### config.mk
export PLATFORM = sky130hd
export DESIGN_NAME = pssb_status_bank
export DESIGN_NICKNAME = d
export VERILOG_FILES = /design/src/pssb_status_bank.v
export VERILOG_INCLUDE_DIRS = /design/src /design/src/src
export SDC_FILE = /design/constraint.sdc
export NUM_CORES = 1
export LEC_CHECK = 0
export BUFFER_PORTS_ARGS = -buffer_cell sky130_fd_sc_hd__buf_2
export CAP_MARGIN = 20
export CELL_PAD_IN_SITES_DETAIL_PLACEMENT = 0
export CELL_PAD_IN_SITES_GLOBAL_PLACEMENT = 1
export CORE_AREA = 2 2 227 229
export DETAILED_ROUTE_END_ITERATION = 12
export DIE_AREA = 0 0 229 231
export PLACE_DENSITY = 0.61
export SKIP_LAST_GASP = 1
export SLEW_MARGIN = 20
export SYNTH_ARGS = -nofsm -noshare
export SYNTH_HDL_FRONTEND = slang
export SYNTH_SLANG_ARGS = --single-unit
### constraint.sdc
create_clock -name core_clk -period 5.68 [get_ports core_clk]
set_input_delay 0.284 -clock core_clk [delete_from_list [all_inputs] [get_ports core_clk]]
set_output_delay 0.284 -clock core_clk [all_outputs]
set_load 0.01 [all_outputs]
### src/pssb_defines.vh
// register map, encodings and timing constants for the system status bank
`ifndef PSSB_DEFINES_VH
`define PSSB_DEFINES_VH
// bus address space: word index, 8 bits
`define PSSB_AW 8
// flag word at index 0, one bit per flag, bit n = flag n
`define PSSB_A_FLAGS 8'h00
`define PSSB_B_FIRST 1
`define PSSB_B_NETOK 2
`define PSSB_B_TFAST 3
`define PSSB_B_TMED 4
`define PSSB_B_TSLOW 5
`define PSSB_B_IOOK 6
`define PSSB_B_ONE 7
`define PSSB_B_ZERO 8
`define PSSB_B_PAUSE 9
`define PSSB_B_RESUME 10
`define PSSB_B_FORCED 11
`define PSSB_B_FORCING 12
`define PSSB_B_RIOOK 13
// status words at their word indices
`define PSSB_A_OPSCR 8'h01
`define PSSB_A_ALMSCR 8'h02
`define PSSB_A_SYSSCR 8'h03
`define PSSB_A_SELFTEST 8'h04
`define PSSB_A_MODE 8'h05
`define PSSB_A_RATE_AVG 8'h06
`define PSSB_A_RATE_MIN 8'h07
`define PSSB_A_RATE_MAX 8'h08
`define PSSB_A_EDIT_LO 8'h09
`define PSSB_A_EDIT_HI 8'h0a
`define PSSB_A_LADSZ_LO 8'h0b
`define PSSB_A_LADSZ_HI 8'h0c
`define PSSB_A_IOSZ_LO 8'h11
`define PSSB_A_IOSZ_HI 8'h12
`define PSSB_A_NETSZ_LO 8'h13
`define PSSB_A_NETSZ_HI 8'h14
`define PSSB_A_SECSZ_LO 8'h15
`define PSSB_A_SECSZ_HI 8'h16
`define PSSB_A_LAD_CRC 8'h17
`define PSSB_A_IOTAB_CRC 8'h1a
`define PSSB_A_NETTAB_CRC 8'h1b
`define PSSB_A_SEC_CRC 8'h1c
`define PSSB_A_NODE_ID 8'h1d
`define PSSB_A_BITRATE 8'h1e
`define PSSB_A_NETMODE 8'h1f
`define PSSB_A_FKEY 8'h21
`define PSSB_A_SERPROT 8'h22
`define PSSB_A_SERNO_LO 8'h23
`define PSSB_A_SERNO_HI 8'h24
`define PSSB_A_MODEL 8'h25
`define PSSB_A_FW_REV 8'h26
`define PSSB_A_BOOT_REV 8'h27
`define PSSB_A_IMG_REV 8'h28
`define PSSB_A_VPIX 8'h29
`define PSSB_A_HPIX 8'h2a
`define PSSB_A_CAL_SEC 8'h2c
`define PSSB_A_CAL_MIN 8'h2d
`define PSSB_A_CAL_HOUR 8'h2e
`define PSSB_A_CAL_DATE 8'h2f
`define PSSB_A_CAL_MON 8'h30
// run state codes
`define PSSB_MODE_IDLE 16'h0000
`define PSSB_MODE_DOIO 16'h0001
`define PSSB_MODE_RUN 16'h0002
// limits
`define PSSB_RATE_MAX 16'h03e8
`define PSSB_NODE_MIN 16'h0001
`define PSSB_NODE_MAX 16'h00fd
`define PSSB_ALRM_MAX 16'h03ff
`define PSSB_SYS_MAX 16'h000e
`define PSSB_BITRATE_MAX 16'h0003
`define PSSB_NETMODE_MAX 16'h0003
`define PSSB_FKEY_MAX 16'h0001
`define PSSB_SERPROT_MAX 16'h0004
// timing
`define PSSB_CLK_HZ 50000000
`define PSSB_MS_HZ 1000
`define PSSB_FAST_HALF_MS 5
`define PSSB_MED_HALF_MS 50
`define PSSB_SLOW_HALF_MS 500
`endif

### src/pssb_status_bank.v
// system status bank: flags, status words, tick generators and register port
//
// Summary of operation
// - first-scan flag high only for first scan after entering run state
// - fieldbus-healthy flag follows the network health input
// - fast tick: 5 ms high, 5 ms low, free running
// - medium tick: 50 ms high, 50 ms low, free running
// - slow tick: 500 ms high, 500 ms low, one second period
// - local-expansion-configured flag follows expansion match input
// - pause-final-scan flag high only in last scan before pause
// - resume-first-scan flag high only in first scan of resume
// - points-overridden flag high while any point is forced
// - override-allowed flag high while forcing is enabled
// - remote-I/O-healthy flag follows remote I/O health input
// - 32-bit values: low half in lower word, high half above
// - run state word: 0 idle, 1 I/O only, 2 run
// - scan rate words scaled by ten, capped at 1000
// - bit rate code 0..3 for 125k, 250k, 500k, 1M
// - participation mode code 0..3
// - function key mode 0 momentary, 1 toggle
// - serial protocol code 0..4
// - primary node identifier kept between 1 and 253
// - alarm screen number 0 none, at most 1023
// - system screen number 0 none, at most 14
//
// The strobed register port and the register addresses were chosen for this implementation.
`timescale 1ns/1ps
`include "pssb_defines.vh"

module pssb_status_bank #(
   // model code value is arbitrary
   parameter MODEL_CODE = 16'h0a5a,
   parameter FW_REV = 16'h0000,
   parameter BOOT_REV = 16'h0000,
   parameter IMG_REV = 16'h0000,
   parameter VPIX = 16'h0000,
   parameter HPIX = 16'h0000,
   parameter MS_DIV = `PSSB_CLK_HZ / `PSSB_MS_HZ
) (
   // clock and reset
   input wire core_clk,
   input wire reset,
   // register port
   input wire [`PSSB_AW-1:0] reg_addr,
   input wire [15:0] reg_wdata,
   input wire reg_wr,
   input wire reg_rd,
   output reg [15:0] reg_rdata,
   // scan engine, same clock
   input wire scan_start,
   input wire [1:0] run_mode,
   input wire pause_pending,
   input wire resume_pending,
   input wire [15:0] cycle_rate_avg,
   input wire [15:0] cycle_rate_min,
   input wire [15:0] cycle_rate_max,
   // health and forcing pins, asynchronous
   input wire fieldbus_ok_pin,
   input wire expansion_ok_pin,
   input wire remote_io_ok_pin,
   input wire forced_any_pin,
   input wire forcing_enable_pin,
   // configuration and table data, same clock
   input wire [15:0] operator_screen,
   input wire [15:0] alarm_screen,
   input wire [15:0] system_screen,
   input wire [15:0] diag_result,
   input wire [31:0] program_length,
   input wire [31:0] io_table_length,
   input wire [31:0] net_table_length,
   input wire [31:0] sec_table_length,
   input wire [15:0] program_crc,
   input wire [15:0] io_table_crc,
   input wire [15:0] net_table_crc,
   input wire [15:0] sec_crc,
   input wire [15:0] node_id,
   input wire [15:0] bit_rate,
   input wire [15:0] participation_mode,
   input wire [15:0] function_key_mode,
   input wire [15:0] serial_protocol,
   input wire [31:0] serial_number,
   input wire [15:0] cal_sec,
   input wire [15:0] cal_min,
   input wire [15:0] cal_hour,
   input wire [15:0] cal_date,
   input wire [15:0] cal_mon,
   // flag, tick and edit value outputs
   output reg first_scan_flag,
   output reg pause_final_scan_flag,
   output reg resume_first_scan_flag,
   output reg tick_fast,
   output reg tick_medium,
   output reg tick_slow,
   output wire [31:0] field_edit_value
);

////////////////////////////////////////////////////////////////////////
// pin synchronisers
localparam NSYNC = 5;
wire [NSYNC-1:0] pin_in;
reg [NSYNC-1:0] sync_a;
reg [NSYNC-1:0] sync_b;
assign pin_in = {forcing_enable_pin, forced_any_pin, remote_io_ok_pin, expansion_ok_pin, fieldbus_ok_pin};

genvar gi;
generate
   for (gi = 0; gi < NSYNC; gi = gi + 1) begin : g_sync
      always @(posedge core_clk or posedge reset) begin
         if (reset) begin
            sync_a[gi] <= 1'b0;
            sync_b[gi] <= 1'b0;
         end else begin
            sync_a[gi] <= pin_in[gi];
            sync_b[gi] <= sync_a[gi];
         end
      end
   end
endgenerate

wire fieldbus_healthy_flag = sync_b[0];
wire local_expansion_configured = sync_b[1];
wire remote_io_healthy_flag = sync_b[2];
wire points_overridden_flag = sync_b[3];
wire override_allowed_flag = sync_b[4];

////////////////////////////////////////////////////////////////////////
// scan flags, updated at each scan start
reg was_run;
reg pause_seen;

always @(posedge core_clk or posedge reset) begin
   if (reset) begin
      was_run <= 1'b0;
      pause_seen <= 1'b0;
      first_scan_flag <= 1'b0;
      pause_final_scan_flag <= 1'b0;
      resume_first_scan_flag <= 1'b0;
   end else if (scan_start) begin
      was_run <= (run_mode == `PSSB_MODE_RUN);
      first_scan_flag <= (run_mode == `PSSB_MODE_RUN) && !was_run;
      pause_final_scan_flag <= pause_pending;
      resume_first_scan_flag <= resume_pending && pause_seen;
      if (pause_pending)
         pause_seen <= 1'b1;
      else if (resume_pending)
         pause_seen <= 1'b0;
   end
end

////////////////////////////////////////////////////////////////////////
// millisecond enable and tick dividers
localparam FAST_CNT = `PSSB_FAST_HALF_MS;
localparam MED_CNT = `PSSB_MED_HALF_MS;
localparam SLOW_CNT = `PSSB_SLOW_HALF_MS;
reg [31:0] ms_cnt;
reg ms_en;
reg [9:0] fast_cnt;
reg [9:0] med_cnt;
reg [9:0] slow_cnt;

always @(posedge core_clk or posedge reset) begin
   if (reset) begin
      ms_cnt <= 32'h0;
      ms_en <= 1'b0;
   end else if (ms_cnt == MS_DIV - 1) begin
      ms_cnt <= 32'h0;
      ms_en <= 1'b1;
   end else begin
      ms_cnt <= ms_cnt + 32'h1;
      ms_en <= 1'b0;
   end
end

always @(posedge core_clk or posedge reset) begin
   if (reset) begin
      fast_cnt <= 10'h0;
      med_cnt <= 10'h0;
      slow_cnt <= 10'h0;
      tick_fast <= 1'b0;
      tick_medium <= 1'b0;
      tick_slow <= 1'b0;
   end else if (ms_en) begin
      if (fast_cnt == FAST_CNT - 1) begin
         fast_cnt <= 10'h0;
         tick_fast <= ~tick_fast;
      end else
         fast_cnt <= fast_cnt + 10'h1;
      if (med_cnt == MED_CNT - 1) begin
         med_cnt <= 10'h0;
         tick_medium <= ~tick_medium;
      end else
         med_cnt <= med_cnt + 10'h1;
      if (slow_cnt == SLOW_CNT - 1) begin
         slow_cnt <= 10'h0;
         tick_slow <= ~tick_slow;
      end else
         slow_cnt <= slow_cnt + 10'h1;
   end
end

////////////////////////////////////////////////////////////////////////
// edit buffer, the only writable word pair
reg [15:0] edit_lo;
reg [15:0] edit_hi;
assign field_edit_value = {edit_hi, edit_lo};

always @(posedge core_clk or posedge reset) begin
   if (reset) begin
      edit_lo <= 16'h0;
      edit_hi <= 16'h0;
   end else if (reg_wr) begin
      if (reg_addr == `PSSB_A_EDIT_LO)
         edit_lo <= reg_wdata;
      if (reg_addr == `PSSB_A_EDIT_HI)
         edit_hi <= reg_wdata;
   end
end

////////////////////////////////////////////////////////////////////////
// value clamps
function [15:0] clamp;
   input [15:0] v;
   input [15:0] lo;
   input [15:0] hi;
   begin
      if (v < lo)
         clamp = lo;
      else if (v > hi)
         clamp = hi;
      else
         clamp = v;
   end
endfunction

wire [15:0] mode_word = (run_mode == 2'd2) ? `PSSB_MODE_RUN :
   (run_mode == 2'd1) ? `PSSB_MODE_DOIO : `PSSB_MODE_IDLE;

wire [15:0] flag_word = {2'b00,
   remote_io_healthy_flag,
   override_allowed_flag,
   points_overridden_flag,
   resume_first_scan_flag,
   pause_final_scan_flag,
   1'b0,
   1'b1,
   local_expansion_configured,
   tick_slow,
   tick_medium,
   tick_fast,
   fieldbus_healthy_flag,
   first_scan_flag,
   1'b0};

////////////////////////////////////////////////////////////////////////
// read mux, data one cycle after the strobe, unmapped reads zero
reg [15:0] next_rdata;

always @* begin
   next_rdata = 16'h0;
   case (reg_addr)
      `PSSB_A_FLAGS: next_rdata = flag_word;
      `PSSB_A_OPSCR: next_rdata = operator_screen;
      `PSSB_A_ALMSCR: next_rdata = clamp(alarm_screen, 16'h0, `PSSB_ALRM_MAX);
      `PSSB_A_SYSSCR: next_rdata = clamp(system_screen, 16'h0, `PSSB_SYS_MAX);
      `PSSB_A_SELFTEST: next_rdata = diag_result;
      `PSSB_A_MODE: next_rdata = mode_word;
      `PSSB_A_RATE_AVG: next_rdata = clamp(cycle_rate_avg, 16'h0, `PSSB_RATE_MAX);
      `PSSB_A_RATE_MIN: next_rdata = clamp(cycle_rate_min, 16'h0, `PSSB_RATE_MAX);
      `PSSB_A_RATE_MAX: next_rdata = clamp(cycle_rate_max, 16'h0, `PSSB_RATE_MAX);
      `PSSB_A_EDIT_LO: next_rdata = edit_lo;
      `PSSB_A_EDIT_HI: next_rdata = edit_hi;
      `PSSB_A_LADSZ_LO: next_rdata = program_length[15:0];
      `PSSB_A_LADSZ_HI: next_rdata = program_length[31:16];
      `PSSB_A_IOSZ_LO: next_rdata = io_table_length[15:0];
      `PSSB_A_IOSZ_HI: next_rdata = io_table_length[31:16];
      `PSSB_A_NETSZ_LO: next_rdata = net_table_length[15:0];
      `PSSB_A_NETSZ_HI: next_rdata = net_table_length[31:16];
      `PSSB_A_SECSZ_LO: next_rdata = sec_table_length[15:0];
      `PSSB_A_SECSZ_HI: next_rdata = sec_table_length[31:16];
      `PSSB_A_LAD_CRC: next_rdata = program_crc;
      `PSSB_A_IOTAB_CRC: next_rdata = io_table_crc;
      `PSSB_A_NETTAB_CRC: next_rdata = net_table_crc;
      `PSSB_A_SEC_CRC: next_rdata = sec_crc;
      `PSSB_A_NODE_ID: next_rdata = clamp(node_id, `PSSB_NODE_MIN, `PSSB_NODE_MAX);
      `PSSB_A_BITRATE: next_rdata = clamp(bit_rate, 16'h0, `PSSB_BITRATE_MAX);
      `PSSB_A_NETMODE: next_rdata = clamp(participation_mode, 16'h0, `PSSB_NETMODE_MAX);
      `PSSB_A_FKEY: next_rdata = clamp(function_key_mode, 16'h0, `PSSB_FKEY_MAX);
      `PSSB_A_SERPROT: next_rdata = clamp(serial_protocol, 16'h0, `PSSB_SERPROT_MAX);
      `PSSB_A_SERNO_LO: next_rdata = serial_number[15:0];
      `PSSB_A_SERNO_HI: next_rdata = serial_number[31:16];
      `PSSB_A_MODEL: next_rdata = MODEL_CODE;
      `PSSB_A_FW_REV: next_rdata = FW_REV;
      `PSSB_A_BOOT_REV: next_rdata = BOOT_REV;
      `PSSB_A_IMG_REV: next_rdata = IMG_REV;
      `PSSB_A_VPIX: next_rdata = VPIX;
      `PSSB_A_HPIX: next_rdata = HPIX;
      `PSSB_A_CAL_SEC: next_rdata = cal_sec;
      `PSSB_A_CAL_MIN: next_rdata = cal_min;
      `PSSB_A_CAL_HOUR: next_rdata = cal_hour;
      `PSSB_A_CAL_DATE: next_rdata = cal_date;
      `PSSB_A_CAL_MON: next_rdata = cal_mon;
      default: next_rdata = 16'h0;
   endcase
end

// rdata holds zero except in the cycle after a read
always @(posedge core_clk or posedge reset) begin
   if (reset)
      reg_rdata <= 16'h0;
   else if (reg_rd)
      reg_rdata <= next_rdata;
   else
      reg_rdata <= 16'h0;
end

endmodule

==> qor.yml <==
power_and_ir_drop:
  swShare: 0.283
  clkPwrFrac: 0.465
  seqPwrFrac: 0.379
  comb_power_share: 0.156
  ir_worst_vdd_v: 0.000143
  p_switching_w: 0.000720
  p_leak_nw: 6.42
  pwr_density_cell_nw_per_um2: 188
  intPower_w: 0.00182
finish:
  drive_above_1_share: 0.461
  nets: 2094
  regArea_um2: 3230
  area_delta_synth_final_pct: 47.8
  multiInputGateArea_um2: 5590
  fill_cells: 5632
global_routing:
  met2_usage: 0.419
  use_met3: 0.0634
  grtUsageMet1: 0.296
  grt_overflow_total: 0
  grt_pass1_wl_um: 91700
  grt_max_degree: 78
  grt_usage: 0.248
  top_usage_layer: "met2"
  antenna_found_initial: 42
  grt_pass1_vias: 11600
yosys:
  ys_top_cells_by_area: "dfrtp_1 (35%), a22oi_1 (7.6%), mux2_4 (3.3%), nand2_1 (3.2%), xnor2_1 (3.2%)"
  synth.avg_cell_area_um2: 9.33
  yosysTopAreaCell: "dfrtp_1"
  synth_area_um2: 9160
  netlist-cell-type-count: 76
  ys_seq_area_frac: 0.352
  synthTopCellsByCount: "dfrtp_1 (129), a22oi_1 (93), nand2_1 (77)"
  yosys_most_used_dff: "dfrtp_1"
  ys_ff_latch: 129
  async_flop_share: 1.00
  synth-edff-count: 0
  syn_inst: 982
  synth.most_common_cell: "dfrtp_1"
  yosysWarnings: 0
  yosysTopAreaCellShare: 0.352
  synth_nets: 1522
placement:
  dp_slack_ns: 2.08
  globalplace.congestion: 0.950
  hpwlAfterDp_um: 57000
  portBuffers: 587
setup_path:
  crit_path_max_fanout: 27
  crit_required_ns: 5.94
  startpoint_type: "primary input"
  path_class: "primary input to register"
  crit_arrival_ns: 3.47
  r2r_slack_ns: 3.29
  cp-end-kind: "register"
detailed_routing:
  ant_nets: 0
  viasPerCell: 5.13
  finalWirelength_um: 68100
  drcViolationCount: 0
  drt_first_iter_violations: 1215
  dr.pass1.iters: 6
  dr_total_vias: 11600
  avgRoutedWirePerCell_um: 30.0
sta:
  slew_viol_final: 0
  final.setup_skew_ns: 0.0113
  timing.setup.tns_ns: 0
  tightestPinTransition_ns: 1.25
  grt_setup_unrepaired: "false"
  finalHoldViolCount: 0
  max_freq_mhz: 311
  setup_viol_count_final: 0
  worst_slack_ns: 2.47
  post-route-min-period_ns: 3.21
  relSlewSlack: 0.167
  hold_ws_ns: 0.0915
  fin_crit_sh: 0.565
clock_tree:
  clk_latency_ns: 0.43
  cts_tree: "done"
  clk_pin_slew_ns: 0.07
  clock-sinks: 129
  ctsResizeCount: 0
  numCtsBuffers: 17
  clk_path_buf_depth: 2
  h-tree-depth: 4
  cts_root_buf: "clkbuf_16"
status:
  status: "finished, final reports clean"
floorplan:
  die_y_um: 231
  core_um2: 50700
  dieArea_um2: 52900
  die_w_um: 229
  placementRows: 83
  ioPinCount: 588
  initial_core_util: 0.181
hold_path:
  holdCritPathClass: "primary input to register"
flow_run:
  cap_violations: 0
[worst paths after layout]
| path | endpoint | start | depth (start not counted) |
|---|---|---|---|
| max | reg_rdata[8] | reg_addr[0] | 8 |
| min | pause_seen | pause_pending | 2 |
| max reg2reg | reg_rdata[8] | edit_lo[8] | 4 |
| min reg2reg | fieldbus_healthy_flag | sync_a[0] | 0 |
| max in group asynchronous | reg_rdata[15] | reset | 4 |
| min in group asynchronous | edit_hi[10] | reset | 3 |
[cells in the final DEF, fill, tap and decap left out, drive strengths merged, types with 7 or more instances in the layout]
cell     netlist  routed
inv           16      20
and3          18      18
a22oi         93      93
a22o          20      20
a222oi        24      24
and4          10      10
clkbuf        14      18
buf           45     606
mux2          40      40
nor4          34      34
nor2          61      61
dfrtp        129     129
nor3          39      39
a2111oi        7       7
xnor2         33      33
and2          10      10
xor2          18      18
nand4         41      41
diode          0      22
o21ai         46      46
a21oi         25      25
nor4b          8       8
nand2         80      80
a31oi         11      11
a221oi        14      14
nand3         49      49
[metal layers]
metal  part of all wire  up-vias
li1                   -     5052
met1               0.38     5781
met2               0.49      663
met3              0.086      123
met4              0.038       18
met5             0.0019        -
[worst max-delay path, cell delays in order]
cell and delay, ns:
buf_2 0.43, nand2b_1 0.62, nor3_4 0.09, buf_4 0.27
a222oi_1 0.46, nand3_1 0.28, a2111oi_0 0.83, a21oi_1 0.18
[stage by stage]
step / total power [W] / utilization / std cells / instance area, µm²
finish: 0.00254 / 0.267 / 2269 / 13500
detailed placement: 0.00137 / 0.253 / 2209 / 12800
CTS: 0.00256 / 0.266 / 2247 / 13500
global placement: 0.00137 / 0.253 / 2209 / 12800
global route: 0.00263 / 0.267 / 2264 / 13500
floorplan: 0.00108 / - / 982 / 9160
[what timing repair did]
action,4_1_cts,5_1_grt
hold buffers,6,0
setup buffers,0,0
hold endpoints to repair,24,0
[power groups by stage]
stage                     Sequential, W  Combinational, W  Clock [W]
after floorplan                0.000971          0.000107          0
after global placement         0.000979          0.000391          0
after detailed placement       0.000979          0.000390          0
after CTS                      0.000962          0.000395    0.00121
after global routing           0.000963          0.000422    0.00124
final                          0.000963          0.000397    0.00118
[flip-flops by register name (all words and copies together), names as in the netlist, 5 cells and up]
signal,flops
reg_rdata,16
edit_lo,16
fast_cnt,10
med_cnt,10
slow_cnt,10
edit_hi,16
ms_cnt,32
sync_a,5
[cell type report]
type,instances,share of cell area
Timing Repair Buffer,612,0.232
Tap cell,680,0.0628
Multi-Input combinational cell,778,0.413
Antenna cell,22,0.00407
Sequential cell,129,0.238
Inverter,16,0.00481
Clock buffer,18,0.0317
Clock inverter,14,0.0132
[cell families (layout without fill, tap and decap cells)]
logic type               count (synthesis)  in the layout  synth area share
buffers and inverters                   75            660            0.0440
other                                    0             22                 0
AO/OA/AOI/OAI                          281            281             0.226
AND/OR/NAND/NOR                        395            395             0.258
adder cells (fa/ha/maj)                  6              6           0.00819
multiplexers                            45             45            0.0628
flip-flops                             129            129             0.352
XOR/XNOR                                51             51            0.0488
Power figures use the tool's default switching activity.
